**config.mk**
```make
export PLATFORM = sky130hd
export DESIGN_NAME = filter_tune_seq
export DESIGN_NICKNAME = d
export VERILOG_FILES = /design/src/filter_tune_pkg.sv /design/src/smooth_if.sv /design/src/smooth_filter.sv /design/src/filter_tune_seq.sv
export SDC_FILE = /design/constraint.sdc
export NUM_CORES = 1
export LEC_CHECK = 0
export ABC_AREA = 1
export BUFFER_PORTS_ARGS = -buffer_cell sky130_fd_sc_hd__buf_4
export CAP_MARGIN = 5
export CORE_MARGIN = 2
export CORE_UTILIZATION = 50
export DETAILED_ROUTE_END_ITERATION = 16
export GPL_ROUTABILITY_DRIVEN = 0
export PLACE_DENSITY = 0.75
export SYNTH_ARGS = -nofsm -noshare
export SYNTH_HDL_FRONTEND = slang
export SYNTH_SLANG_ARGS = --single-unit
export TNS_END_PERCENT = 1
```
**constraint.sdc**
```tcl
create_clock -name i_core_clk -period 4.21 [get_ports i_core_clk]
set_input_delay 0.6315 -clock i_core_clk [delete_from_list [all_inputs] [get_ports i_core_clk]]
set_output_delay 0.6315 -clock i_core_clk [all_outputs]
set_load 0.005 [all_outputs]
```
**src/filter_tune_pkg.sv**
```systemverilog
// Shared constants and types for the input filter auto-tune sequencer
package filter_tune_pkg;
    // Register byte addresses
    localparam logic [7:0] ADDR_CTRL = 8'h00;
    localparam logic [7:0] ADDR_FILT = 8'h04;
    localparam logic [7:0] ADDR_SEAL = 8'h08;
    localparam logic [7:0] ADDR_HUNT = 8'h0c;
    localparam logic [7:0] ADDR_MODE = 8'h10;
    localparam logic [7:0] ADDR_STAT = 8'h14;
    localparam logic [7:0] ADDR_IRQ_STAT = 8'h18;
    localparam logic [7:0] ADDR_IRQ_MASK = 8'h1c;
    localparam logic [7:0] ADDR_FILT_OUT = 8'h20;
    // Field positions
    localparam int CTRL_ENABLE_BIT = 0;
    localparam int CTRL_AUTO_BIT = 1;
    localparam int CTRL_RUN_BIT = 2;
    localparam int CTRL_AT_BIT = 3;
    localparam int CTRL_LEVEL_BIT = 4;
    localparam int CTRL_COMM_BIT = 5;
    localparam int MODE_PID_BIT = 0;
    localparam int MODE_STD_BIT = 1;
    localparam int IRQ_DONE_BIT = 0;
    localparam int IRQ_CANCEL_BIT = 1;
    localparam int IRQ_SKIP_BIT = 2;
    // Widths
    localparam int FILT_W = 14;
    localparam int SEAL_W = 7;
    localparam int HUNT_W = 11;
    localparam int DATA_W = 16;
    // Reset values and ranges (filter and seal in 0.1 s, hunting in 1 s)
    localparam logic [5:0] CTRL_RST = 6'h00;
    localparam logic [1:0] MODE_RST = 2'h3;
    localparam logic [2:0] IRQ_RST = 3'h0;
    localparam logic [FILT_W-1:0] FILT_RST = 14'h0000;
    localparam logic [FILT_W-1:0] FILT_MAX = 14'h270f;
    localparam logic [SEAL_W-1:0] SEAL_RST = 7'h14;
    localparam logic [SEAL_W-1:0] SEAL_MIN = 7'h01;
    localparam logic [SEAL_W-1:0] SEAL_MAX = 7'h64;
    localparam logic [HUNT_W-1:0] HUNT_RST = 11'h0c8;
    localparam logic [HUNT_W-1:0] HUNT_MIN = 11'h00a;
    localparam logic [HUNT_W-1:0] HUNT_MAX = 11'h7cf;
    localparam logic [15:0] SHIFT_BASE = 16'h000a;

    typedef enum logic {ST_IDLE, ST_TUNE} state_t;

    // Smoothing shift: one step per factor of four in filter time
    function automatic logic [2:0] shift_for(input logic [FILT_W-1:0] t);
        logic [15:0] lim;
        logic [2:0] k;
        k = 3'h0;
        lim = SHIFT_BASE;
        if (t != FILT_RST) begin
            k = 3'h1;
            for (int i = 0; i < 5; i++) begin
                if ({2'h0, t} >= lim) begin
                    k = k + 3'h1;
                end
                lim = lim << 2;
            end
        end
        return k;
    endfunction
endpackage

```
**src/smooth_if.sv**
```systemverilog
// Link between sequencer and smoothing filter
`timescale 1ns/1ps
interface smooth_if;
    import filter_tune_pkg::*;
    logic in_valid;
    logic [DATA_W-1:0] in_data;
    logic [2:0] shift;
    logic out_valid;
    logic [DATA_W-1:0] out_data;
    modport ctrl(output in_valid, in_data, shift, input out_valid, out_data);
    modport filt(input in_valid, in_data, shift, output out_valid, out_data);
endinterface

```
**src/smooth_filter.sv**
```systemverilog
// First-order smoothing filter for the sensor input
`timescale 1ns/1ps
module smooth_filter (
    input wire logic i_core_clk,
    input wire logic i_srst,
    input wire logic i_clk_en,
    smooth_if.filt bus
);
    import filter_tune_pkg::*;

    logic [23:0] acc_reg;
    logic valid_reg;
    logic signed [24:0] diff;
    logic signed [24:0] step;
    logic [23:0] acc_next;

    // Move a fraction of the error each sample
    assign diff = $signed({1'b0, bus.in_data, 8'h00}) - $signed({1'b0, acc_reg});
    assign step = diff >>> bus.shift;
    assign acc_next = acc_reg + step[23:0];
    assign bus.out_data = acc_reg[23:8];
    assign bus.out_valid = valid_reg;

    // Accumulator
    always_ff @(posedge i_core_clk) begin
        if (i_srst) begin
            acc_reg <= 24'h000000;
            valid_reg <= 1'b0;
        end else if (i_clk_en) begin
            valid_reg <= bus.in_valid;
            if (bus.in_valid) begin
                acc_reg <= acc_next;
            end
        end
    end
endmodule

```
**src/filter_tune_seq.sv**
```systemverilog
// Input filter auto-tune sequencer with APB registers
//
// Functional notes
// - Tune enable setting, off after power-up
// - Smoothing filter time 0 to 999.9 s
// - Tuning writes filter time by itself
// - Seal period 0.1 to 10.0 s, default 2.0
// - Hunting period 10 to 1999 s, default 200
// - Tune settings shown only for PID or standard
// - Start needs PID, standard, auto, run, no input error
// - Other parameters locked while tuning
// - Run, enable, auto-tuning stay writable; mode is locked
// - Listed events cancel tuning
// - Cancelled run's filter value is discarded
// - Skip calculation if PV far or ramping
// - Lamp on when tuning starts
// - Done: lamp off, enable returns off
`timescale 1ns/1ps
module filter_tune_seq (
    input wire logic i_core_clk,
    input wire logic i_srst,
    input wire logic i_clk_en,
    input wire logic i_psel,
    input wire logic i_penable,
    input wire logic i_pwrite,
    input wire logic [7:0] i_paddr,
    input wire logic [31:0] i_pwdata,
    output logic [31:0] o_prdata,
    output logic o_pready,
    output logic o_pslverr,
    input wire logic i_sensor_valid,
    input wire logic [filter_tune_pkg::DATA_W-1:0] i_sensor_data,
    input wire logic i_input_err,
    input wire logic i_sensor_err,
    input wire logic i_power_ok,
    input wire logic i_pv_near_sp,
    input wire logic i_sp_ramp,
    input wire logic i_calc_valid,
    input wire logic [filter_tune_pkg::FILT_W-1:0] i_calc_value,
    input wire logic i_calc_done,
    input wire logic i_calc_fail,
    output logic o_calc_start,
    output logic o_calc_run,
    output logic [filter_tune_pkg::SEAL_W-1:0] o_seal_period,
    output logic [filter_tune_pkg::HUNT_W-1:0] o_hunt_period,
    output logic o_filt_valid,
    output logic [filter_tune_pkg::DATA_W-1:0] o_filt_data,
    output logic o_tune_lamp,
    output logic o_irq
);
    import filter_tune_pkg::*;

    ////////////////////////////////////////////////////////////////////////////
    // State
    state_t state_reg, state_next;
    logic [5:0] ctrl_reg, ctrl_next;
    logic [1:0] mode_reg;
    logic [FILT_W-1:0] filt_reg, filt_next, saved_reg;
    logic [SEAL_W-1:0] seal_reg;
    logic [HUNT_W-1:0] hunt_reg;
    logic [2:0] irq_stat_reg, irq_mask_reg, irq_set;
    logic pready_reg, slverr_reg, irq_reg, lamp_reg, start_reg;
    logic [31:0] prdata_reg, rd_data;
    logic filt_valid_reg;
    logic [DATA_W-1:0] filt_data_reg;

    smooth_if sbus();

    ////////////////////////////////////////////////////////////////////////////
    // Control decode
    wire enable = ctrl_reg[CTRL_ENABLE_BIT];
    wire auto_sel = ctrl_reg[CTRL_AUTO_BIT];
    wire run_sel = ctrl_reg[CTRL_RUN_BIT];
    wire at_exec = ctrl_reg[CTRL_AT_BIT];
    wire level_lock = ctrl_reg[CTRL_LEVEL_BIT];
    wire pid_sel = mode_reg[MODE_PID_BIT];
    wire std_sel = mode_reg[MODE_STD_BIT];
    wire tuning = (state_reg == ST_TUNE);
    wire visible = pid_sel | std_sel;
    // Start qualification
    wire start_ok = pid_sel & std_sel & auto_sel & run_sel & ~at_exec
        & ~i_input_err;
    wire near_ok = i_pv_near_sp & ~i_sp_ramp;
    wire try_start = ~tuning & enable & start_ok;
    wire do_start = try_start & near_ok;
    wire do_skip = try_start & ~near_ok;
    // Cancel events
    wire cancel = tuning & (~enable | ~run_sel | at_exec | level_lock
        | i_sensor_err | i_calc_fail | ~i_power_ok);
    wire done = tuning & ~cancel & i_calc_done;

    ////////////////////////////////////////////////////////////////////////////
    // APB decode
    wire acc = i_psel & i_penable;
    wire first = acc & ~pready_reg;
    wire commit = acc & pready_reg;
    wire wr_go = commit & i_pwrite & ~slverr_reg;
    wire [31:0] wd = i_pwdata;
    wire sel_ctrl = (i_paddr == ADDR_CTRL);
    wire sel_filt = (i_paddr == ADDR_FILT);
    wire sel_seal = (i_paddr == ADDR_SEAL);
    wire sel_hunt = (i_paddr == ADDR_HUNT);
    wire sel_mode = (i_paddr == ADDR_MODE);
    wire sel_stat = (i_paddr == ADDR_STAT);
    wire sel_istat = (i_paddr == ADDR_IRQ_STAT);
    wire sel_imask = (i_paddr == ADDR_IRQ_MASK);
    wire sel_fout = (i_paddr == ADDR_FILT_OUT);
    wire mapped = sel_ctrl | sel_filt | sel_seal | sel_hunt | sel_mode
        | sel_stat | sel_istat | sel_imask | sel_fout;
    // Parameters held while tuning runs
    wire locked_sel = sel_filt | sel_seal | sel_hunt | sel_mode;
    wire hidden_sel = (sel_seal | sel_hunt) & ~visible;
    // Range checks on written values
    wire filt_bad = (wd[31:FILT_W] != '0) || (wd[FILT_W-1:0] > FILT_MAX);
    wire seal_bad = (wd[31:SEAL_W] != '0) || (wd[SEAL_W-1:0] < SEAL_MIN)
        || (wd[SEAL_W-1:0] > SEAL_MAX);
    wire hunt_bad = (wd[31:HUNT_W] != '0) || (wd[HUNT_W-1:0] < HUNT_MIN)
        || (wd[HUNT_W-1:0] > HUNT_MAX);
    wire range_bad = (sel_filt & filt_bad) | (sel_seal & seal_bad)
        | (sel_hunt & hunt_bad);
    wire ro_sel = sel_stat | sel_fout;
    wire wr_err = i_pwrite & ((tuning & locked_sel) | hidden_sel | range_bad | ro_sel);
    wire err_now = ~mapped | wr_err;

    // Read mux, zeros above each field
    always_comb begin
        rd_data = 32'h00000000;
        unique case (1'b1)
            sel_ctrl: rd_data = {26'h0, ctrl_reg};
            sel_filt: rd_data = {18'h0, filt_reg};
            sel_seal: rd_data = visible ? {25'h0, seal_reg} : 32'h00000000;
            sel_hunt: rd_data = visible ? {21'h0, hunt_reg} : 32'h00000000;
            sel_mode: rd_data = {30'h0, mode_reg};
            sel_stat: rd_data = {29'h0, start_ok, visible, tuning};
            sel_istat: rd_data = {29'h0, irq_stat_reg};
            sel_imask: rd_data = {29'h0, irq_mask_reg};
            sel_fout: rd_data = {16'h0, filt_data_reg};
            default: rd_data = 32'h00000000;
        endcase
    end

    ////////////////////////////////////////////////////////////////////////////
    // Sequencer next state
    always_comb begin
        state_next = state_reg;
        if (do_start) begin
            state_next = ST_TUNE;
        end else if (cancel | done) begin
            state_next = ST_IDLE;
        end
    end

    // Control bits: software write wins over hardware clear
    always_comb begin
        ctrl_next = ctrl_reg;
        if (done | cancel | do_skip) begin
            ctrl_next[CTRL_ENABLE_BIT] = 1'b0;
        end
        if (wr_go & sel_ctrl) begin
            ctrl_next = wd[5:0];
            if (~visible) begin
                ctrl_next[CTRL_ENABLE_BIT] = ctrl_reg[CTRL_ENABLE_BIT];
            end
        end
    end

    // Filter time: restored on cancel, updated by tuning, else software
    always_comb begin
        filt_next = filt_reg;
        if (cancel) begin
            filt_next = saved_reg;
        end else if (tuning & i_calc_valid) begin
            filt_next = (i_calc_value > FILT_MAX) ? FILT_MAX : i_calc_value;
        end else if (wr_go & sel_filt) begin
            filt_next = wd[FILT_W-1:0];
        end
    end

    // Event flags into the status register
    assign irq_set = {do_skip, cancel, done};

    ////////////////////////////////////////////////////////////////////////////
    // Sequencer registers
    always_ff @(posedge i_core_clk) begin
        if (i_srst) begin
            state_reg <= ST_IDLE;
            ctrl_reg <= CTRL_RST;
            filt_reg <= FILT_RST;
            saved_reg <= FILT_RST;
            lamp_reg <= 1'b0;
            start_reg <= 1'b0;
        end else if (i_clk_en) begin
            state_reg <= state_next;
            ctrl_reg <= ctrl_next;
            filt_reg <= filt_next;
            lamp_reg <= (state_next == ST_TUNE);
            start_reg <= do_start;
            if (do_start) begin
                saved_reg <= filt_reg;
            end
        end
    end

    // Settings registers
    always_ff @(posedge i_core_clk) begin
        if (i_srst) begin
            mode_reg <= MODE_RST;
            seal_reg <= SEAL_RST;
            hunt_reg <= HUNT_RST;
            irq_mask_reg <= IRQ_RST;
        end else if (i_clk_en & wr_go) begin
            if (sel_mode) mode_reg <= wd[1:0];
            if (sel_seal) seal_reg <= wd[SEAL_W-1:0];
            if (sel_hunt) hunt_reg <= wd[HUNT_W-1:0];
            if (sel_imask) irq_mask_reg <= wd[2:0];
        end
    end

    // Sticky status, write one to clear, new event wins
    always_ff @(posedge i_core_clk) begin
        if (i_srst) begin
            irq_stat_reg <= IRQ_RST;
            irq_reg <= 1'b0;
        end else if (i_clk_en) begin
            irq_stat_reg <= (irq_stat_reg & ~((wr_go & sel_istat) ? wd[2:0] : 3'h0))
                | irq_set;
            irq_reg <= |(irq_stat_reg & irq_mask_reg);
        end
    end

    // APB answer: one wait state, then ready
    always_ff @(posedge i_core_clk) begin
        if (i_srst) begin
            pready_reg <= 1'b0;
            slverr_reg <= 1'b0;
            prdata_reg <= 32'h00000000;
        end else if (i_clk_en) begin
            pready_reg <= first;
            if (first) begin
                slverr_reg <= err_now;
                prdata_reg <= i_pwrite ? 32'h00000000 : rd_data;
            end
        end
    end

    ////////////////////////////////////////////////////////////////////////////
    // Smoothing filter on the sensor input
    assign sbus.in_valid = i_sensor_valid;
    assign sbus.in_data = i_sensor_data;
    assign sbus.shift = shift_for(filt_reg);

    smooth_filter u_filter (
        .i_core_clk(i_core_clk),
        .i_srst(i_srst),
        .i_clk_en(i_clk_en),
        .bus(sbus.filt)
    );

    // Output staging
    always_ff @(posedge i_core_clk) begin
        if (i_srst) begin
            filt_valid_reg <= 1'b0;
            filt_data_reg <= 16'h0000;
        end else if (i_clk_en) begin
            filt_valid_reg <= sbus.out_valid;
            filt_data_reg <= sbus.out_data;
        end
    end

    assign o_prdata = prdata_reg;
    assign o_pready = pready_reg;
    assign o_pslverr = slverr_reg;
    assign o_calc_start = start_reg;
    assign o_calc_run = lamp_reg;
    assign o_tune_lamp = lamp_reg;
    assign o_seal_period = seal_reg;
    assign o_hunt_period = hunt_reg;
    assign o_filt_valid = filt_valid_reg;
    assign o_filt_data = filt_data_reg;
    assign o_irq = irq_reg;
endmodule

```
=== Yosys cells after proc, flatten, opt, wreduce, memory -nomap -nowiden ===
Cells that the tools add are included.

* Register bits after elaboration: 139
* Output and inout port bits: 73
* Logic and storage cells: 169
* Bits of input ports: 85

* Multiplexer cells: 24
* $add $sub $neg: 6
* Shift-type cells: 1
* Bitwise operators: 74
* Equality and inequality tests: 9
* Magnitude comparators: 11
* Reduce and logical (&&, ||, !) cells: 25

{| class="wikitable"
|+ Operators by type and width
! cell !! count
|-
| $pmux 16 s9 || 1
|-
| $mux 14 || 4
|-
| $eq 8x5->1 const B || 4
|-
| $mux 3 || 10
|-
| $and 1x1->1 || 29
|-
| $gt 14x14->1 const B || 2
|-
| $or 1x1->1 || 28
|-
| $reduce_bool 25->1 || 1
|-
| $sshr 25x3->24 || 1
|-
| $sub 24x24->25 || 1
|-
| $add 24x24->24 || 1
|-
| $reduce_bool 21->1 || 1
|-
| $reduce_and 2->1 || 10
|-
| $reduce_bool 18->1 || 1
|-
| $eq 8x4->1 const B || 2
|-
| $mux 16 || 1
|-
| $ge 14x10->1 const B || 1
|-
| $ge 14x12->1 const B || 1
|-
| $ge 14x4->1 const B || 1
|-
| $ge 14x6->1 const B || 1
|-
| $ge 14x8->1 const B || 1
|-
| $reduce_bool 14->1 || 1
|-
| $not 1->1 || 13
|-
| $add 3x1->3 const B || 4
|-
| 20 further kinds || 30
|}

=== Logic depth before layout (Yosys ltp) ===
* Depth after elaboration: 17
* Gate-level depth with buffers: 35
* Depth with buffers taken out: 35

=== Hierarchy ===
A second synthesis with hierarchy kept.

* Cell total of the unflattened synthesis: 1,517
* Area, all modules: 9,720.6 um2

{| class="wikitable"
|+ By module, submodules not included
! module !! area each (um2) !! cells an instance !! instances !! seq. area each (um2)
|-
| filter_tune_seq || 5,496.5 || 833 || 1 || 1,961.9
|-
| smooth_filter || 4,224.1 || 684 || 1 || 500.5
|}

=== Least setup slack after synthesis ===
No wires, ideal clock.

* Path type: reg-to-reg
* Start point: reg filt_reg[7]
* End point: reg u_filter.acc_reg[20]
* Data arrival time: 4.604 ns
* Library setup time: 0.058 ns
* Clock period less this slack: 4.662 ns
* Setup slack: -0.452 ns
* Cell stages (with the launch flop): 33
* Cell sequence: dfxtp_1 -> nor2_2 -> nand2_1 -> nor3_2 -> inv_1 -> nor3_1 -> o21ai_0 -> fa_1 -> inv_1 -> nand2_1 -> nand2_1 -> ha_1 -> o21ai_1 -> inv_2 -> nand2_2 -> inv_2 -> buf_2 -> nand2_1 -> nand2_1 -> o21ai_0 -> ha_1 -> inv_1 -> fa_1 -> inv_1 -> nand3_1 -> nand3_1 -> a21oi_1 -> o21bai_1 -> a21oi_1 -> or2_1 -> nand3_1 -> o211ai_1 -> inv_1

* Longest elaborated chain between the ends: 17

{| class="wikitable"
|+ RTL lines
! element !! RTL line !! text
|-
| start: declaration || filter_tune_seq.sv:58 || <nowiki>logic [FILT_W-1:0] filt_reg, filt_next, saved_reg;</nowiki>
|-
| start signal: assignment || filter_tune_seq.sv:195 || <nowiki>filt_reg <= filt_next;</nowiki>
|-
| $ge 14x4->1 || filter_tune_pkg.sv:55 || <nowiki>if ({2'h0, t} >= lim) begin</nowiki>
|-
| $mux 2 || filter_tune_pkg.sv:55 ||
|-
| $mux 3 || filter_tune_pkg.sv:52 || <nowiki>if (t != FILT_RST) begin</nowiki>
|-
| $add 3x1->3 || filter_tune_pkg.sv:56 || <nowiki>k = k + 3'h1;</nowiki>
|-
| $mux 3 || filter_tune_pkg.sv:55 ||
|-
| $mux 3 || filter_tune_pkg.sv:52 ||
|-
| $add 3x1->3 || filter_tune_pkg.sv:56 ||
|-
| $mux 3 || filter_tune_pkg.sv:55 ||
|-
| $mux 3 || filter_tune_pkg.sv:52 ||
|-
| $add 3x1->3 || filter_tune_pkg.sv:56 ||
|-
| $mux 3 || filter_tune_pkg.sv:55 ||
|-
| $mux 3 || filter_tune_pkg.sv:52 ||
|-
| $add 3x1->3 || filter_tune_pkg.sv:56 ||
|-
| $mux 3 || filter_tune_pkg.sv:55 ||
|-
| $mux 3 (*) || filter_tune_pkg.sv:52 ||
|-
| $sshr 25x3->24 (*) || smooth_filter.sv:19 || <nowiki>assign step = diff >>> bus.shift;</nowiki>
|-
| $add 24x24->24 (*) || smooth_filter.sv:20 || <nowiki>assign acc_next = acc_reg + step[23:0];</nowiki>
|-
| end signal: assignment || smooth_filter.sv:32 || <nowiki>acc_reg <= acc_next;</nowiki>
|-
| end: declaration || smooth_filter.sv:11 || <nowiki>logic [23:0] acc_reg;</nowiki>
|}

Every way passes the cells marked *; elsewhere a longest branch is shown, timed or not. The select of a mux whose other input is x is not followed.
A chain may end at the register's enable or synchronous reset.

=== Worst setup path after layout ===
Ends and elaborated chain as after synthesis.

==> flow_summary.json <==
{
  "crit_type": "flop to flop",
  "dpl.hpwl_um": 23400,
  "finalWorstSetupSlack_ns": -0.469,
  "grt_pass1_wl_um": 47200,
  "grt_pass1_vias": 9703,
  "hold_viol": 0,
  "drt_iter0_markers": 902,
  "fmax_mhz": 214,
  "drcViolationCount": 0,
  "htree_num_levels": 4,
  "critPathArrivalTime_ns": 5.03,
  "fin_util_pct": 68.7,
  "clk_path_buf_depth": 2,
  "multi_input_area_um2": 5760,
  "placed_cells": 1832,
  "antenna_found_initial": 0,
  "largest_reg_flops": 24,
  "grt_max_degree": 78,
  "port_buffers": 141,
  "hold_path_class": "flop to flop",
  "finalNonFillerCells": 1871,
  "drive_above_1_share_pct": 23.9,
  "drtPass1Iterations": 6,
  "critPathMaxFanout": 8,
  "post_drt_wl_per_cell_um": 16.4,
  "start_kind": "flop",
  "dieArea_um2": 18900,
  "ctsHoldBuffers": 0,
  "area_growth_pct": 33.7,
  "yosysTopAreaCell": "dfxtp_1",
  "viasPerCell": 5.55,
  "placed_area_um2": 11100,
  "holdWs_ns": 0.468,
  "cts_sinks": 123,
  "dieHeight_um": 138,
  "synth_area_um2": 8920,
  "fp-row-count": 48,
  "synth_area_leaders": "dfxtp_1 (28%), nand2_1 (12%), a21oi_1 (8.4%), o21ai_0 (7.5%), inv_1 (7.1%)",
  "drv_cap": 0,
  "die_w_um": 138,
  "ys_types": 53,
  "io_pins": 158,
  "cts_tree": "yes",
  "max_stage_delay_ns": 0.33,
  "vias": 10400,
  "pre_cts_ws_ns": -0.464,
  "cp-end-kind": "flop",
  "violations": "setup timing",
  "power_density_nw_per_um2": 382,
  "fillers": 1501,
  "insertedDiodeCount": 0,
  "fin_crit_sh_pct": 111,
  "synthTopCellsByCount": "nand2_1 (296), inv_1 (168), a21oi_1 (150)",
  "finalCriticalPeriod_ns": 4.68,
  "status": "finished, violations left",
  "crit_required_ns": 4.57,
  "rsz0062_at_grt": "true",
  "worst_slew_pin_slew_ns": 1.15,
  "nets": 1765,
  "finalClockSkew_ns": 0.00973,
  "floorplan.initialDensity_pct": 51.4,
  "final_cell_area_um2": 11900,
  "core-area_um2": 17400,
  "grt_util_all_layers_pct": 31.7,
  "syn_avg_cell_area_um2": 6.46,
  "insertion_delay_ns": 0.42,
  "ant_nets": 0,
  "clkSlewWorstSetupHoldPaths_ns": 0.06,
  "total_power_mw": 4.56,
  "grt-ovfl-total": 0,
  "critPathMostFrequentCell": "buf_4",
  "yosysMostFrequentCell": "nand2_1",
  "yosys.area.top_type_share_pct": 27.6,
  "yosysSeqAreaShare_pct": 27.6,
  "synth_seq_cells": 123,
  "finalSetupTns_ns": -4.45,
  "slew_violations": 0,
  "cts_root_buf": "clkbuf_16",
  "slew_headroom_pct": 23.5,
  "synth-edff-count": 0,
  "async_reset_ff_share_pct": 0,
  "wl_um": 30700,
  "regArea_um2": 2460,
  "ys.flop_type": "dfxtp_1",
  "ys.warnings.count": 0,
  "numCtsBuffers": 17,
  "setup_viol": 17,
  "postSynthCellCount": 1382,
  "cp_slowest_cell": "dfxtp_2",
  "vdd_drop_max_mv": 0.346,
  "p_leak_nw": 5.84
}
## cells by family (layout without fill, tap and decap cells)
logic type	count (synthesis)	in the layout	synth area share (%)
AND/OR/NAND/NOR	547	547	26.5
multiplexers	4	4	0.449
flip-flops	123	123	27.6
AO/OA/AOI/OAI	379	379	23.6
other	1	16	0.0420
buffers and inverters	246	495	11.4
adder cells (fa/ha/maj)	47	47	6.76
XOR/XNOR	35	35	3.65
## power breakdown
| group | internal (mW) | switching, mW |
|---|---|---|
| sequential | 1.20 | 0.0438 |
| clock | 0.858 | 0.599 |
| combinational | 0.844 | 1.01 |
## layout by cell type (no fill, tap or decap), drive strengths merged
master | synthesis | routed
clkbuf | 34 | 19
xor2 | 27 | 27
nor4 | 16 | 16
nand3 | 74 | 74
a221oi | 12 | 12
clkinv | 5 | 9
a31oi | 8 | 8
o21ai | 152 | 152
a21boi | 3 | 3
o22ai | 2 | 2
bufinv | 0 | 1
nand3b | 1 | 1
conb | 1 | 16
nand4 | 17 | 17
nor3 | 18 | 18
o211ai | 18 | 18
bufbuf | 0 | 1
o21a | 1 | 1
inv | 175 | 180
o2bb2ai | 1 | 1
a211oi | 17 | 17
clkinvlp | 0 | 3
o2111ai | 2 | 2
ha | 45 | 45
nand2 | 301 | 301
a21o | 2 | 2
fa | 2 | 2
o31ai | 3 | 3
a22oi | 1 | 1
or2 | 9 | 9
nor2 | 111 | 111
mux2i | 4 | 4
a21oi | 151 | 151
o211a | 1 | 1
xnor2 | 8 | 8
dfxtp | 123 | 123
buf | 32 | 282
o21bai | 4 | 4
a31o | 1 | 1
## critical path, delay by kind of cell, from the launching register on
| kind | cells | cell delay [ns] |
|---|---|---|
| AND/OR/NAND/NOR | 15 | 1.76 |
| buffers and inverters | 9 | 1.03 |
| AO/OA/AOI/OAI | 7 | 0.76 |
| adder cells (fa/ha/maj) | 3 | 0.72 |
| flip-flops | 1 | 0.33 |
## timing repair
item | in CTS | in global routing
pin swaps | 17 | 5
setup buffers | 6 | 0
setup endpoints to repair | 18 | 21
cloned | 1 | 0
gates resized for setup | 36 | 24
## final cells by class
| cell class | count | share of cell area, % |
|---|---|---|
| Multi-Input combinational cell | 1028 | 48.2 |
| Sequential cell | 123 | 20.7 |
| Timing Repair Buffer | 283 | 18.1 |
| Inverter | 180 | 5.71 |
| Clock buffer | 19 | 3.80 |
| Tap cell | 225 | 2.36 |
| Clock inverter | 13 | 1.11 |
## routing by layer
metal	track usage (%)	up-vias	wire, um
li1	-	5114	-
met1	38.8	4719	12200
met2	53.6	462	14500
met3	5.00	92	2570
met4	16.1	0	1410
met5	0	-	0
## path summary, 6_finish.rpt
path | from | to | slack, ns | depth (start not counted)
setup / recovery | filt_reg[7] | u_filter.acc_reg[20] | -0.47 | 34
hold / removal | o_prdata[10] | o_prdata[10] | 0.47 | 2
setup reg to reg | filt_reg[7] | u_filter.acc_reg[20] | -0.47 | 34
hold reg to reg | o_prdata[10] | o_prdata[10] | 0.47 | 2
(Power assumes the default switching activity.)
